### config.mk
export PLATFORM = sky130hd
export DESIGN_NAME = dsau_access_unit
export DESIGN_NICKNAME = d
export VERILOG_FILES = /design/src/dsau_pkg.sv /design/src/dsau_access_unit.sv
export VERILOG_INCLUDE_DIRS = /design/src
export SDC_FILE = /design/constraint.sdc
export NUM_CORES = 1
export LEC_CHECK = 0
export CAP_MARGIN = 20
export CORE_AREA = 2 2 131 133
export DETAILED_ROUTE_END_ITERATION = 10
export DIE_AREA = 0 0 133 135
export DONT_BUFFER_PORTS = 1
export PLACE_DENSITY = 0.51
export REMOVE_ABC_BUFFERS = 1
export SYNTH_ARGS = -nofsm -noshare
export SYNTH_HDL_FRONTEND = slang
export SYNTH_SLANG_ARGS = --single-unit
### constraint.sdc
create_clock -name sys_clk_in -period 3.5 [get_ports sys_clk_in]
set_input_delay 0.7 -clock sys_clk_in [delete_from_list [all_inputs] [get_ports sys_clk_in]]
set_output_delay 0.7 -clock sys_clk_in [all_outputs]
set_load 0.005 [all_outputs]
### src/dsau_consts.svh
// Constants for the data space access unit
`ifndef DSAU_CONSTS_SVH
`define DSAU_CONSTS_SVH
`define DSAU_EXT_BASE      16'h8000
`define DSAU_NEAR_TOP      16'h1FFF
`define DSAU_SFR_TOP       16'h07FF
`define DSAU_STEP_BYTE     16'h0001
`define DSAU_STEP_WORD     16'h0002
`define DSAU_OTP_FIRST     24'h80_1700
`define DSAU_OTP_LAST      24'h80_17FE
`define DSAU_IVT_END       24'h00_0200
`define DSAU_PAGE_SIZE     24'h00_0800
`define DSAU_ZERO16        16'h0000
`define DSAU_ZERO8         8'h00
`define DSAU_LIM_ONE       13'h0001
`endif

### src/dsau_pkg.sv
// Types for the data space access unit
package dsau_pkg;
  typedef enum logic [1:0] {
    DSAU_REGION_SFR = 2'b00,
    DSAU_REGION_RAM = 2'b01,
    DSAU_REGION_EXT = 2'b10
  } dsau_region_t;

  typedef enum logic [1:0] {
    DSAU_ST_IDLE  = 2'b00,
    DSAU_ST_CFG   = 2'b01,
    DSAU_ST_READY = 2'b10
  } dsau_state_t;

  typedef struct packed {
    logic        valid;
    logic        is_byte;
    logic [15:0] addr;
    logic [15:0] wdata;
  } dsau_wreq_t;

  typedef struct packed {
    logic        valid;
    logic        is_byte;
    logic [15:0] addr;
  } dsau_rreq_t;

  typedef struct packed {
    logic [14:0] word_addr;
    logic [1:0]  lane_we;
    logic [15:0] wdata;
  } dsau_mem_wr_t;

  typedef struct packed {
    dsau_state_t state;
    logic [12:0] bs_limit;
    logic        alt_vt_en;
    logic        rd_pend;
    logic        rd_odd;
    logic        rd_sfr;
    logic        rd_byte;
    logic        rd_ext;
    logic [15:0] rd_data;
    logic        rd_done;
    logic        trap;
    logic        trap_is_wr;
    dsau_mem_wr_t mwr;
  } dsau_state_all_t;
endpackage
### src/dsau_access_unit.sv
// Data space decode, byte lane steering, alignment trap and program segmentation
// Functional notes
// [RULE1] Data addresses are byte addresses; 0000h-7FFFh map to on-chip memory.
// [RULE2] Addresses 8000h-FFFFh go through the extended data region window.
// [RULE3] Low byte sits at the even address, high byte at the odd address.
// [RULE4] Post-increment pointer step is one for bytes, two for words.
// [RULE5] Byte reads fetch the word; address bit zero picks the byte onto low lane.
// [RULE6] Byte writes strobe only the matching lane; one shared word decode.
// [RULE7] Word access at an odd address raises an address error trap.
// [RULE8] Misaligned read completes; misaligned write is suppressed; trap follows.
// [RULE9] Byte load into a working register changes only its low byte.
// [RULE10] Near region 0000h-1FFFh reachable by 13-bit direct address field.
// [RULE11] Move instructions use a 16-bit direct address reaching all data space.
// [RULE12] 0000h-07FFh decodes as the special-function register region.
// [RULE13] Unimplemented special-function addresses read back as zero.
// [RULE14] 256-byte one-time area at 801700h-8017FEh, never erased by chip erase.
// [RULE15] Programmer writes each one-time location at most once.
// [RULE16] 13-bit limit splits user space into boot and general segments.
// [RULE17] Configuration data is loaded from user flash during reset.
// [RULE18] Separate read and write address generators access the data space.
// [RULE19] Alternate vector table sits at (limit minus one) times 0x800.
// [RULE20] Address error is a one-cycle trap pulse with read/write indication.
// [RULE21] Bit zero is the alignment check, ignored in aligned word addresses.
`include "dsau_consts.svh"
`timescale 1ns/1ps
`default_nettype none

module dsau_access_unit
  import dsau_pkg::*;
(
  // Clock and reset
  input  wire logic         sys_clk_in,
  input  wire logic         rst_b_in,
  // Configuration load from flash during reset sequence
  input  wire logic         cfg_valid_in,
  input  wire logic [12:0]  cfg_bs_limit_in,
  input  wire logic         cfg_alt_vt_en_in,
  output logic              cfg_done_out,
  // Read address generator
  input  wire dsau_rreq_t   rd_req_in,
  output logic [15:0]       rd_data_out,
  output logic              rd_valid_out,
  output dsau_region_t      rd_region_out,
  // Write address generator
  input  wire dsau_wreq_t   wr_req_in,
  output dsau_region_t      wr_region_out,
  // Direct address forms from the decoder
  input  wire logic         dir_near_in,
  input  wire logic [15:0]  dir_field_in,
  output logic [15:0]       dir_addr_out,
  output logic              dir_is_near_out,
  // Pointer post-increment
  input  wire logic [15:0]  ptr_in,
  input  wire logic         ptr_byte_in,
  output logic [15:0]       ptr_next_out,
  // Working register byte load
  input  wire logic [15:0]  wreg_old_in,
  input  wire logic [7:0]   wreg_byte_in,
  output logic [15:0]       wreg_merged_out,
  // Memory array, one word read port and one word write port
  output logic [14:0]       mem_rd_addr_out,
  input  wire logic [15:0]  mem_rd_data_in,
  input  wire logic         sfr_hit_in,
  output logic [14:0]       mem_wr_addr_out,
  output logic [1:0]        mem_lane_we_out,
  output logic [15:0]       mem_wr_data_out,
  // Extended region window
  output logic              ext_rd_out,
  output logic              ext_wr_out,
  input  wire logic [15:0]  ext_rd_data_in,
  // Program space classification
  input  wire logic [23:0]  prog_addr_in,
  output logic              prog_in_boot_out,
  output logic              prog_in_general_out,
  output logic              prog_in_otp_out,
  output logic [23:0]       alt_vt_base_out,
  // Exception logic
  output logic              addr_trap_out,
  output logic              addr_trap_is_wr_out
);

  ////////////////////////////////////////////////////////////////////////////
  dsau_state_all_t s_r;
  dsau_state_all_t s_nxt;

  logic        rd_mis;
  logic        wr_mis;
  logic        rd_ext;
  logic        wr_ext;
  logic [15:0] word_rd;
  logic [23:0] bs_end;
  logic [23:0] gs_start;
  logic [23:0] lim_x;

  ////////////////////////////////////////////////////////////////////////////
  // Decode and pure datapath helpers
  always_comb begin
    rd_mis = rd_req_in.valid && !rd_req_in.is_byte && rd_req_in.addr[0]; // see [RULE7]
    wr_mis = wr_req_in.valid && !wr_req_in.is_byte && wr_req_in.addr[0]; // see [RULE7]
    rd_ext = rd_req_in.addr >= `DSAU_EXT_BASE; // see [RULE2]
    wr_ext = wr_req_in.addr >= `DSAU_EXT_BASE; // see [RULE2]
    if (rd_ext) begin
      rd_region_out = DSAU_REGION_EXT;
    end else if (rd_req_in.addr <= `DSAU_SFR_TOP) begin
      rd_region_out = DSAU_REGION_SFR; // see [RULE12]
    end else begin
      rd_region_out = DSAU_REGION_RAM; // see [RULE1]
    end
    if (wr_ext) begin
      wr_region_out = DSAU_REGION_EXT;
    end else if (wr_req_in.addr <= `DSAU_SFR_TOP) begin
      wr_region_out = DSAU_REGION_SFR;
    end else begin
      wr_region_out = DSAU_REGION_RAM;
    end
    // Word address drops bit zero for both generators
    mem_rd_addr_out = rd_req_in.addr[15:1]; // see [RULE18] see [RULE21]
    ext_rd_out      = rd_req_in.valid && rd_ext;
    ext_wr_out      = wr_req_in.valid && wr_ext && !wr_mis;
    // Near form zero-extends the 13-bit field; move form uses all 16 bits
    dir_addr_out    = dir_near_in ? {3'b000, dir_field_in[12:0]} : dir_field_in; // see [RULE10] see [RULE11]
    dir_is_near_out = dir_addr_out <= `DSAU_NEAR_TOP; // see [RULE10]
    ptr_next_out    = ptr_in + (ptr_byte_in ? `DSAU_STEP_BYTE : `DSAU_STEP_WORD); // see [RULE4]
    wreg_merged_out = {wreg_old_in[15:8], wreg_byte_in}; // see [RULE9]
    // Segmentation: boot segment runs from end of vector area to the page below the limit page
    lim_x    = {11'h000, s_r.bs_limit} * `DSAU_PAGE_SIZE;
    alt_vt_base_out = {11'h000, s_r.bs_limit - `DSAU_LIM_ONE} * `DSAU_PAGE_SIZE; // see [RULE19]
    bs_end   = lim_x;
    gs_start = (s_r.alt_vt_en && s_r.bs_limit > `DSAU_LIM_ONE) ?
               alt_vt_base_out + `DSAU_PAGE_SIZE : bs_end; // see [RULE16]
    prog_in_boot_out    = prog_addr_in >= `DSAU_IVT_END && prog_addr_in < bs_end &&
                          prog_addr_in < alt_vt_base_out; // see [RULE16]
    prog_in_general_out = prog_addr_in >= gs_start && prog_addr_in >= `DSAU_IVT_END &&
                          !prog_in_otp_out; // see [RULE16]
  end

  // One-time area: decode only, no erase path exists here
  assign prog_in_otp_out = prog_addr_in >= `DSAU_OTP_FIRST &&
                           prog_addr_in <= `DSAU_OTP_LAST; // see [RULE14]

  ////////////////////////////////////////////////////////////////////////////
  // Next state
  always_comb begin
    s_nxt          = s_r;
    s_nxt.rd_done  = 1'b0;
    s_nxt.trap     = 1'b0;
    s_nxt.mwr.lane_we = 2'b00;
    word_rd        = s_r.rd_ext ? ext_rd_data_in : mem_rd_data_in;
    case (s_r.state)
      DSAU_ST_IDLE: begin
        s_nxt.state = DSAU_ST_CFG;
      end
      DSAU_ST_CFG: begin
        // Hold array accesses and traps off until flash configuration arrives; ext_rd_out and ext_wr_out are not held
        if (cfg_valid_in) begin
          s_nxt.bs_limit  = cfg_bs_limit_in; // see [RULE17]
          s_nxt.alt_vt_en = cfg_alt_vt_en_in;
          s_nxt.state     = DSAU_ST_READY;
        end
      end
      DSAU_ST_READY: begin
        // Read data returns two cycles after the address
        if (s_r.rd_pend) begin
          s_nxt.rd_done = 1'b1;
          if (s_r.rd_sfr && !sfr_hit_in) begin
            s_nxt.rd_data = `DSAU_ZERO16; // see [RULE13]
          end else if (s_r.rd_byte) begin
            s_nxt.rd_data = {`DSAU_ZERO8, s_r.rd_odd ? word_rd[15:8] : word_rd[7:0]}; // see [RULE5] see [RULE3]
          end else begin
            s_nxt.rd_data = word_rd;
          end
        end
        // Misaligned read still completes; trap comes one cycle before its data
        s_nxt.rd_pend = rd_req_in.valid;
        s_nxt.rd_odd  = rd_req_in.addr[0];
        s_nxt.rd_byte = rd_req_in.is_byte;
        s_nxt.rd_ext  = rd_ext;
        s_nxt.rd_sfr  = rd_req_in.addr <= `DSAU_SFR_TOP;
        if (wr_req_in.valid && !wr_mis) begin
          s_nxt.mwr.word_addr = wr_req_in.addr[15:1]; // see [RULE21]
          if (wr_req_in.is_byte) begin
            s_nxt.mwr.lane_we = wr_req_in.addr[0] ? 2'b10 : 2'b01; // see [RULE6] see [RULE3]
            s_nxt.mwr.wdata   = {wr_req_in.wdata[7:0], wr_req_in.wdata[7:0]};
          end else begin
            s_nxt.mwr.lane_we = 2'b11;
            s_nxt.mwr.wdata   = wr_req_in.wdata;
          end
          if (wr_ext) begin
            s_nxt.mwr.lane_we = 2'b00;
          end
        end
        // Write fault wins the indication when both fault together
        if (rd_mis || wr_mis) begin
          s_nxt.trap       = 1'b1; // see [RULE8] see [RULE20]
          s_nxt.trap_is_wr = wr_mis;
        end
      end
      default: begin
        s_nxt.state = DSAU_ST_IDLE;
      end
    endcase
  end

  always_ff @(posedge sys_clk_in or negedge rst_b_in) begin
    if (!rst_b_in) begin
      s_r <= '0;
    end else begin
      s_r <= s_nxt;
    end
  end

  ////////////////////////////////////////////////////////////////////////////
  assign cfg_done_out        = s_r.state == DSAU_ST_READY;
  assign rd_data_out         = s_r.rd_data;
  assign rd_valid_out        = s_r.rd_done;
  assign mem_wr_addr_out     = s_r.mwr.word_addr;
  assign mem_lane_we_out     = s_r.mwr.lane_we;
  assign mem_wr_data_out     = s_r.mwr.wdata;
  assign addr_trap_out       = s_r.trap;
  assign addr_trap_is_wr_out = s_r.trap_is_wr;

endmodule

`default_nettype wire

==> results by group, run 1 <==
Outcome
  • Status: complete, but fails checks
  • Failing checks: setup timing

Power and ir drop
  • Worst vdd ir: about 0.35 mV
  • Internal: 3.260 mW
  • Comb pwr share: 0.517
  • Pwr Density: 849.4 nW/µm²
  • Psw: roughly 2.1 mW
  • Leakage Power: roughly 2.7 nW
  • Flop pwr share: 0.305
  • Switch share: 0.3864
  • Clk pwr share: 0.178
  • PnR Total Power: approximately 5.3 mW

Finish
  • Nets: roughly 800
  • ANT cells: 0
  • Design area: approximately 6300 µm²
  • Fillers: roughly 1.7k
  • Share of cells above drive strength 1: 0.2778
  • Area delta synth->final: 5.309%

CTS
  • Clk Latency, worst-skew pair: around 330 ps
  • Total CTS buffers: 9
  • CTS tree: done
  • # hold bufs at CTS: 0
  • Clock-pin slew on the worst setup and hold paths: ~60 ps
  • CTS root buffer: clkbuf_16
  • CTS sink cnt: 73
  • Clock Path Buffers: 2
  • # H-tree levels: 3

Drt
  • Iteration-0 DRC Markers: around 180
  • Vias: 4257
  • DRT Wirelength: ~16000 µm
  • Remaining DRCs: 0
  • Vias per inst: ~5.3
  • Antenna violation net count after detailed routing: 0
  • DR WL/cell: approximately 21 µm
  • First drt pass iteration count: 4

Setup path
  • Critical Path End Type: output pin
  • Critical path launch point type: flop
  • CP required: 2800 ps
  • Critical path type: reg -> out
  • Worst-path fanout max: 4
  • Data arrival, critical path: around 3400 ps
  • R2R Setup Slk: 1280 ps

Timing
  • Final hold vios: 0
  • PnR worst setup slack: -618.6 ps
  • Final setup vio count: 2
  • Final Max Slew Viols: 0
  • Clock Skew: 5.245 ps
  • Crit share post-route: 1.177
  • Highest Clock Rate: around 0.24 GHz
  • Min Clock Period, post-route: slightly above 4000 ps
  • Max_slew headroom: 0.3868
  • Slew @ Worst Pin: 919.9 ps
  • RSZ-0062 raised after global routing: yes

Floorplanning
  • CORE AREA: around 16000 µm²
  • Initial Util: 0.3620
  • Die area: between 15000 and 20000 µm²
  • Num rows: 47
  • Die outline height: 135 µm
  • Die Wd: roughly 130 µm
  • Num ports: approximately 330

Yosys
  • Mapped Cells: a little over 600
  • Distinct cell type count of the synthesized netlist: 57
  • Primary FF master, synth: dfrtp_1
  • Commonest cells post-synth: buf_4, dfrtp_1, nand2_1, ha_1, mux2_2
  • Synth area leaders: dfrtp_1, buf_4, ha_1
  • Synth warnings: 0
  • Most common cell in the netlist: buf_4
  • Syn_area_per_cell: 9.658 µm²
  • Seq/Total Area, Yosys: 0.3076
  • Yosys top cell by area: dfrtp_1
  • EDFF count, synth: 0
  • Seq cells post-synth: 73
  • Cell Area, Synth: 5939 µm²
  • Async SR Flop Fraction: 1.000
  • Post-synth top area share: 0.3076

Global routing
  • Gr ovfl total: 0
  • Gr usage total: 0.1812
  • Number of global-route vias before repair: between 4k and 5k
  • First-pass GRT wire length: approximately 25000 µm
  • Initial antenna violation count: 0
  • Largest net degree at the start of global routing: 74

Placed design
  • Gp weighted congestion: between 0.8 and 0.9
  • Area of placed instances: slightly below 6000 µm²
  • Buffers added on ports: 0
  • DP HPWL: between 10000 and 15000 µm

Hold path
  • Worst min path class: in -> async

Flow run
  • Maxcap violations: 0
metal layers:
metal / vias to the layer above / GRT usage / part of all wire
met2: 244 / 0.2758 / 0.45
li1: 1949 / - / -
met5: - / 0.03889 / 0.0046
met4: 2 / 0.05257 / 0.014
met1: 2040 / 0.2144 / 0.40
met3: 22 / 0.1047 / 0.14
worst max-delay path: stages, from the launching register on:
cell and delay [ps]:
dfrtp_1 430, or4_4 600, nor4_4 390, nor3_4 80, nor4_2 250, nor3_1 100, a221oi_2 220, ha_1 180
nand4_1 150, nor2_2 180, a21oi_2 70, o211a_1 160, a221oi_2 290
worst paths after layout:
kind	from	end	depth (start not counted)
hold / removal	rst_b_in	rd_data_out[9]	0
hold reg to reg	s_r[72]	s_r[71]	1
setup reg to reg	s_r[71]	rd_data_out[12]	7
setup / recovery	s_r[62]	prog_in_general_out	12
max in group asynchronous	rst_b_in	mem_wr_addr_out[8]	0
min in group sys_clk_in	s_r[72]	s_r[71]	1
cell type report:
cell class,count,area (µm²),share of cell area
clock buffers,11,252.7,0.04041
clock inverters,5,61.31,0.009802
inverters,31,116.4,0.01860
multi-input cells,394,3249,0.5195
flip-flops and latches,73,1827,0.2921
well taps,220,275.3,0.04401
repair buffers,62,473.0,0.07562
cell families after synthesis:
| family | count (synthesis) | synth area share |
|---|---|---|
| buffers and inverters | 158 | 0.1713 |
| xor gates and xnor gates | 33 | 0.04866 |
| and+or+nand+nor | 164 | 0.1563 |
| DFF | 73 | 0.3076 |
| other | 1 | 0.0006314 |
| muxes | 63 | 0.1308 |
| AOI/OAI and AO/OA | 81 | 0.09501 |
| adders and majority gates | 42 | 0.08974 |
metrics by stage:
stage                       util  worst slack [ps]  setup TNS (ps)  hold WS (ps)  cells
after floorplan                -            -289.3          -341.6         404.4    498
after global placement    0.3524            -303.4          -339.1         406.6    775
after global routing      0.3812            -833.3           -1192         40.76    796
after detailed placement  0.3524            -421.3          -496.5         406.5    775
final                     0.3812            -618.6          -833.2         63.23    796
after CTS                 0.3771            -581.9          -864.4         42.86    796
state kept, by name, indices dropped and copies added, names as in the netlist:
signal,count
addr_trap_is_wr_out,1
addr_trap_out,1
mem_lane_we_out,2
mem_wr_addr_out,15
mem_wr_data_out,16
rd_data_out,16
rd_valid_out,1
s_r,21
power by group through the flow:
| stage | Combinational (mW) | Clock (mW) | Sequential (mW) |
|---|---|---|---|
| 2_1_floorplan | 1.63 | 0 | 1.62 |
| 3_3_place_gp | 2.54 | 0 | 1.63 |
| 3_5_place_dp | 2.63 | 0 | 1.63 |
| 4_1_cts | 2.71 | 0.977 | 1.63 |
| 5_1_grt | 3.07 | 1.02 | 1.68 |
| 6_report | 2.75 | 0.944 | 1.62 |
timing repair:
| action | 4_1_cts | 5_1_grt |
|---|---|---|
| gates resized for setup | 11 | 11 |
| buffers inserted | 5 | 0 |
| endpoints found under the setup margin | 2 | 2 |
| pin swaps | 7 | 7 |
placed cells by master, fill, tap and decap left out, types with 8 or more instances in the layout:
cell type  netlist  layout
a21oi_1         26      25
a22o_1           9       9
buf_4          107      60
clkbuf_16        0       9
conb_1           1      11
dfrtp_1         73      73
ha_1            41      41
inv_1           30      30
mux2_2          37      37
mux2i_1         18      18
mux4_2           8       8
nand2_1         42      41
nand4_1         11      11
nor2_1          32      30
nor2b_1         12      12
nor3_1          15      11
nor4_1           8       8
o21ai_0         16      16
xnor2_1         28      25
No activity file was read; power rests on OpenSTA's default activity.
==> run 2, diff against run 1 <==
--- a/config.mk
+++ b/config.mk
@@ -13,3 +13,3 @@
 export DONT_BUFFER_PORTS = 1
-export PLACE_DENSITY = 0.51
+export PLACE_DENSITY = 0.54
 export REMOVE_ABC_BUFFERS = 1
==> constraint.sdc (replaced) <==
create_clock -name sys_clk_in -period 3.5 [get_ports sys_clk_in]
set_input_delay 0.35 -clock sys_clk_in [delete_from_list [all_inputs] [get_ports sys_clk_in]]
set_output_delay 0.35 -clock sys_clk_in [all_outputs]
set_load 0.005 [all_outputs]
==> results by group, run 2 (same netlist as run 1, synthesis figures left out) <==
Floorplanning
  • Num rows: 47 (unchanged)
  • Num ports: 334 (unchanged)
  • Initial Util: 0.3620 (unchanged)
  • Die Wd: 133 µm (unchanged)
  • CORE AREA: 16410 µm² (unchanged)
  • Die area: 17960 µm² (unchanged)
  • Die outline height: 135 µm (unchanged)

Power and ir drop
  • Leakage Power: 2.702 nW (was 2.745 nW)
  • Worst vdd ir: 0.3317 mV (was 0.3539 mV)
  • Pwr Density: 854.9 nW/µm² (was 849.4 nW/µm²)

Flow run
  • Maxcap violations: 0 (unchanged)

Hold path
  • Worst Hold Depth: 1
  • Worst Hold End: mem_lane_we_out[0]
  • Hold Crit Start: wr_req_in[16]
  • Worst min path class: in -> reg (was in -> async)

Drt
  • Remaining DRCs: 0 (unchanged)
  • Antenna violation net count after detailed routing: 0 (unchanged)
  • DRT Wirelength: 16390 µm (was 16350 µm)
  • Vias: 4194 (was 4257)
  • Iteration-0 DRC Markers: 258 (was 179)
  • Vias per inst: 5.398 (was 5.348)
  • First drt pass iteration count: 4 (unchanged)
  • DR WL/cell: 21.09 µm (was 20.54 µm)

CTS
  • Clk Latency, worst-skew pair: 320 ps (was 330 ps)
  • CTS tree: done (unchanged)
  • Clock Path Buffers: 2 (unchanged)
  • Clock-pin slew on the worst setup and hold paths: 60 ps (about the same)
  • Total CTS buffers: 9 (unchanged)
  • CTS sink cnt: 73 (unchanged)
  • CTS root buffer: clkbuf_16 (unchanged)
  • # H-tree levels: 3 (unchanged)

Finish
  • Nets: 778 (was 797)
  • Reg with most FFs: s_r (unchanged)
  • Fin cells: 777 (was 796)
  • Design area: 6203 µm² (was 6255 µm²)
  • ANT cells: 0 (unchanged)
  • Share of cells above drive strength 1: 0.2585 (was 0.2778)
  • Area delta synth->final: 4.445% (was 5.309%)
  • Number of flip-flops in the largest register: 21 (unchanged)
  • Most common cell after layout, fill and taps aside: dfrtp_1 (unchanged)
  • Most frequent cells in the layout: dfrtp_1, nand2_1, ha_1, mux2_2, buf_4 (was dfrtp_1, buf_4, nand2_1, ha_1, mux2_2)

Timing
  • Final Max Slew Viols: 0 (unchanged)
  • Highest Clock Rate: 0.2643 GHz (was 0.2428 GHz)
  • Crit share post-route: 1.081 (was 1.177)
  • PnR worst setup slack: -283.1 ps (was -618.6 ps)
  • RSZ-0062 raised after global routing: yes (unchanged)
  • WHS: 85.41 ps (was 63.23 ps)
  • Min Clock Period, post-route: 3783 ps (was 4119 ps)
  • Clock Skew: 5.124 ps (was 5.245 ps)
  • Final hold vios: 0 (unchanged)
  • Slew @ Worst Pin: 927.9 ps (was 919.9 ps)
  • Max_slew headroom: 0.3814 (was 0.3868)
  • Final setup vio count: 1 (was 2)

Placed design
  • DP HPWL: 13440 µm (was 13690 µm)
  • Gp weighted congestion: 0.8538 (was 0.8448)
  • Buffers added on ports: 0 (unchanged)
  • Dpl cells: 753 (was 775)
  • Area of placed instances: 5629 µm² (was 5782 µm²)

Setup path
  • Critical Path End Type: output pin (unchanged)
  • Critical path type: reg -> out (unchanged)
  • R2R Setup Slk: 1270 ps (was 1280 ps)
  • CP required: 3150 ps (was 2800 ps)
  • Worst-path fanout max: 4 (unchanged)
  • FF-to-FF path depth: 7 (unchanged)
  • R2R Path End: rd_data_out[13] (was rd_data_out[12])
  • Reg2reg start: s_r[71] (unchanged)
  • Data arrival, critical path: 3430 ps (was 3420 ps)
  • Critical path launch point type: flop (unchanged)

Global routing
  • Largest net degree at the start of global routing: 74 (unchanged)
  • Gr usage total: 0.1786 (was 0.1812)
  • Initial antenna violation count: 1 (was 0)
  • First-pass GRT wire length: 24430 µm (was 25110 µm)
  • Number of global-route vias before repair: 4384 (was 4466)
  • Gr ovfl total: 0 (unchanged)

Outcome
  • Failing checks: setup timing (unchanged)
  • Status: complete, but fails checks (unchanged)
run 2: changes by cell type in the layout (fill, tap and decap cells not counted), sizes merged:
cell         change
clkinv           +1
bufinv           +1
clkbuf           +1
clkinvlp         -3
dlygate4sd3      +1
buf             -20
run 2: repair_timing:
action | in CTS | in global routing
buffers inserted | 3 | 4
endpoints found under the setup margin | 1 | 2
hold buffers | 2 | 0
endpoints found under the hold margin | 73 | 0
gates resized for setup | 3 | 26
pin swaps | 8 | 19
gates cloned | 0 | 0
run 2: how the worst max path moves through the flow:
stage	depth (start not counted)	to	start
6_report	13	prog_in_general_out	s_r[58]
5_1_grt	13	prog_in_general_out	s_r[58]
3_5_place_dp	12	prog_in_general_out	s_r[59]
4_1_cts	13	prog_in_general_out	s_r[61]
3_3_place_gp	12	prog_in_general_out	s_r[59]
2_1_floorplan	14	prog_in_general_out	s_r[58]
run 2: where the power goes:
group | internal, mW | switching (mW) | leakage [nW] | total [mW]
Combinational | 1.33 | 1.34 | 1.65 | 2.66
Sequential | 1.24 | 0.397 | 0.887 | 1.64
Clock | 0.664 | 0.338 | 0.163 | 1.00
run 2: stage by stage:
step	setup slack (ps)	TNS (ps)	utilization	total power, mW
6_report	-283.1	-283.1	0.3781	5.303
5_1_grt	-417.0	-445.8	0.3781	5.742
4_1_cts	-274.1	-274.1	0.3677	5.180
3_5_place_dp	-81.76	-81.76	0.3431	4.101
3_3_place_gp	18.61	0	0.3431	3.998
2_1_floorplan	60.68	0	-	3.252
run 2: layer usage:
| metal | wire length, µm | vias to the layer above | part of all wire | global-route usage |
|---|---|---|---|---|
| li1 | - | 1909 | - | - |
| met1 | 6139 | 2024 | 0.37 | 0.2052 |
| met2 | 7421 | 243 | 0.45 | 0.2700 |
| met3 | 2574 | 14 | 0.16 | 0.1242 |
| met4 | 158 | 4 | 0.0096 | 0.03823 |
| met5 | 92 | - | 0.0056 | 0.03611 |
run 2: cell type report:
type | instances | area [µm²]
inverters | 31 | 116.4
multi-input cells | 394 | 3284
flip-flops and latches | 73 | 1828
clock buffers | 12 | 256.5
clock inverters | 4 | 73.82
fillers | 1627 | 10200
repair buffers | 43 | 369.1
well taps | 220 | 275.3
run 2: critical path, cell delays in order, from the launching register on:
cell and delay, ps:
dfrtp_1 420, or4_4 530, buf_4 160, nor3_4 180, o221ai_4 160, nor4_4 320
buf_4 160, a221oi_2 50, ha_1 300, nand4_1 140, nor2_2 170, a21oi_1 80
o211a_1 150, a221oi_2 280
==> run 3, diff against run 2 <==
BUFFER_PORTS_ARGS = -buffer_cell sky130_fd_sc_hd__buf_4   (was default)
DONT_BUFFER_PORTS = default   (was 1)
PLACE_DENSITY = 0.72   (was 0.54)
==> results by group, run 3 (same netlist as run 1, synthesis figures left out) <==
Finish
  • Number of flip-flops in the largest register: 21 (unchanged)
  • ANT cells: 0 (unchanged)
  • Post-Route Utilization: 0.4810 (was 0.3781)
  • Sequential cell area: 1827 µm² (was 1828 µm²)
  • Area delta synth->final: 32.88% (was 4.445%)
  • Share of cells above drive strength 1: 0.4716 (was 0.2585)
  • Reg with most FFs: s_r (unchanged)
  • Fillers: 1562 (was 1627)
  • Most frequent cells in the layout: buf_4, dfrtp_1, nand2_1, ha_1, mux2_2 (was dfrtp_1, nand2_1, ha_1, mux2_2, buf_4)
  • Area of the multi-input gates: 3246 µm² (was 3284 µm²)
  • Most common cell after layout, fill and taps aside: buf_4 (was dfrtp_1)
  • Nets: 1012 (was 778)

Timing
  • Final setup vio count: 1 (unchanged)
  • Final Max Slew Viols: 0 (unchanged)
  • Clock Skew: 7.534 ps (was 5.124 ps)
  • Highest Clock Rate: 0.2548 GHz (was 0.2643 GHz)
  • WHS: 161.6 ps (was 85.41 ps)
  • Slew @ Worst Pin: 925.1 ps (was 927.9 ps)
  • Crit share post-route: 1.121 (was 1.081)
  • Min Clock Period, post-route: 3924 ps (was 3783 ps)
  • RSZ-0062 raised after global routing: yes (unchanged)
  • PnR worst setup slack: -424.5 ps (was -283.1 ps)
  • Final hold vios: 0 (unchanged)
  • Max_slew headroom: 0.3833 (was 0.3814)

Drt
  • DRT Wirelength: 17240 µm (was 16390 µm)
  • First drt pass iteration count: 5 (was 4)
  • Vias: 4982 (was 4194)
  • Iteration-0 DRC Markers: 149 (was 258)
  • DR WL/cell: 17.05 µm (was 21.09 µm)
  • Antenna violation net count after detailed routing: 0 (unchanged)
  • Remaining DRCs: 0 (unchanged)
  • Vias per inst: 4.928 (was 5.398)

Setup path
  • Critical path launch point type: flop (unchanged)
  • Critical Path End Type: output pin (unchanged)
  • Reg2reg start: s_r[71] (unchanged)
  • FF-to-FF path depth: 7 (unchanged)
  • Critical path type: reg -> out (unchanged)
  • R2R Setup Slk: 1200 ps (was 1270 ps)
  • CP required: 3150 ps (about the same)
  • Data arrival, critical path: 3570 ps (was 3430 ps)
  • Worst-path fanout max: 3 (was 4)
  • R2R Path End: rd_data_out[12] (was rd_data_out[13])

Floorplanning
  • Die area: 17960 µm² (unchanged)
  • Num ports: 334 (unchanged)
  • Die Wd: 133 µm (unchanged)
  • Die outline height: 135 µm (unchanged)
  • Initial Util: 0.3620 (unchanged)
  • CORE AREA: 16410 µm² (unchanged)
  • Num rows: 47 (unchanged)

Global routing
  • Largest net degree at the start of global routing: 74 (unchanged)
  • Gr ovfl total: 0 (unchanged)
  • Initial antenna violation count: 0 (was 1)
  • Number of global-route vias before repair: 5122 (was 4384)
  • Gr usage total: 0.1887 (was 0.1786)
  • First-pass GRT wire length: 26600 µm (was 24430 µm)

CTS
  • CTS root buffer: clkbuf_16 (unchanged)
  • Clock Path Buffers: 2 (unchanged)
  • CTS tree: done (unchanged)
  • Total CTS buffers: 9 (unchanged)
  • Clock-pin slew on the worst setup and hold paths: 60 ps (about the same)
  • Clk Latency, worst-skew pair: 320 ps (about the same)
  • # H-tree levels: 3 (unchanged)
  • CTS sink cnt: 73 (unchanged)

Power and ir drop
  • Worst vdd ir: 0.5275 mV (was 0.3317 mV)
  • Switch share: 0.3673 (was 0.3907)
  • Flop pwr share: 0.259 (was 0.309)
  • Internal: 3.769 mW (was 3.231 mW)
  • Psw: 2.188 mW (was 2.072 mW)
  • Pwr Density: 754.7 nW/µm² (was 854.9 nW/µm²)
  • Clk pwr share: 0.172 (was 0.189)
  • Leakage Power: 3.811 nW (was 2.702 nW)
  • Comb pwr share: 0.569 (was 0.502)

Placed design
  • Buffers added on ports: 236 (was 0)
  • DP HPWL: 14170 µm (was 13440 µm)
  • Gp weighted congestion: 0.8454 (was 0.8538)

Outcome
  • Status: complete, but fails checks (unchanged)
  • Failing checks: setup timing (unchanged)

Hold path
  • Worst min path class: in -> async (was in -> reg)

Flow run
  • Maxcap violations: 0 (unchanged)
run 3: cell types whose count changed in the layout (fill, tap and decap cells not counted), sizes merged:
cell	before	now
clkinvlp	0	1
dlygate4sd3	1	0
clkbuf	12	11
buf	42	277
run 3: worst max-delay path, stage by stage, from the launching register on:
cell and delay (ps):
dfrtp_1 380, or4_4 550, buf_4 150, nor3_2 160, o221ai_2 180, nor4_2 330, buf_4 170, a221oi_2 50
ha_1 300, nand4_1 150, nor2_1 180, a21oi_1 100, o211a_1 160, a221oi_2 250, buf_4 150
run 3: timing repair:
item	4_1_cts	5_1_grt
pin swaps	12	14
resized for setup	8	12
buffers inserted	5	4
hold buffers	0	0
setup endpoints to repair	2	2
gates cloned	0	0
run 3: worst max path at each step:
| stage | slack (ps) | startpoint | end |
|---|---|---|---|
| 2_1_floorplan | 60 | s_r[58] | prog_in_general_out |
| 3_3_place_gp | 6 | s_r[58] | prog_in_general_out |
| 3_5_place_dp | -100 | s_r[58] | prog_in_general_out |
| 4_1_cts | -400 | s_r[61] | prog_in_general_out |
| 5_1_grt | -690 | s_r[59] | prog_in_general_out |
| 6_report | -420 | s_r[60] | prog_in_general_out |
run 3: metrics by stage:
step	worst slack [ps]	cell area, µm²	power, mW	setup TNS, ps	instances
3_5_place_dp	-101.6	7373	4.794	-101.6	987
2_1_floorplan	60.68	5076	3.252	0	498
3_3_place_gp	6.381	7373	4.710	0	987
5_1_grt	-692.6	7893	6.468	-737.9	1011
4_1_cts	-395.3	7792	5.908	-395.3	1008
6_report	-424.5	7893	5.957	-424.5	1011
run 3: area by class of cell:
class                           count  share of cell area
Inverter                           31             0.01474
Sequential cell                    73              0.2315
Timing Repair Buffer              277              0.2649
Multi-Input combinational cell    394              0.4112
Tap cell                          220             0.03488
Clock buffer                       11             0.03202
Clock inverter                      5             0.01078
run 3: power by group through the flow:
stage	clock [mW]	combinational, mW	sequential [mW]
floorplan	0	1.63	1.62
global placement	0	3.17	1.54
detailed placement	0	3.23	1.56
CTS	1.05	3.31	1.55
global route	1.08	3.77	1.61
finish	1.02	3.39	1.54
run 3: routing by layer:
metal  track usage  wire length (µm)  up-vias
met4       0.05795               333        2
li1              -                 -     2380
met2        0.2841              7899      234
met1        0.2391              7057     2341
met5       0.04167                69        -
met3       0.08596              1881       25
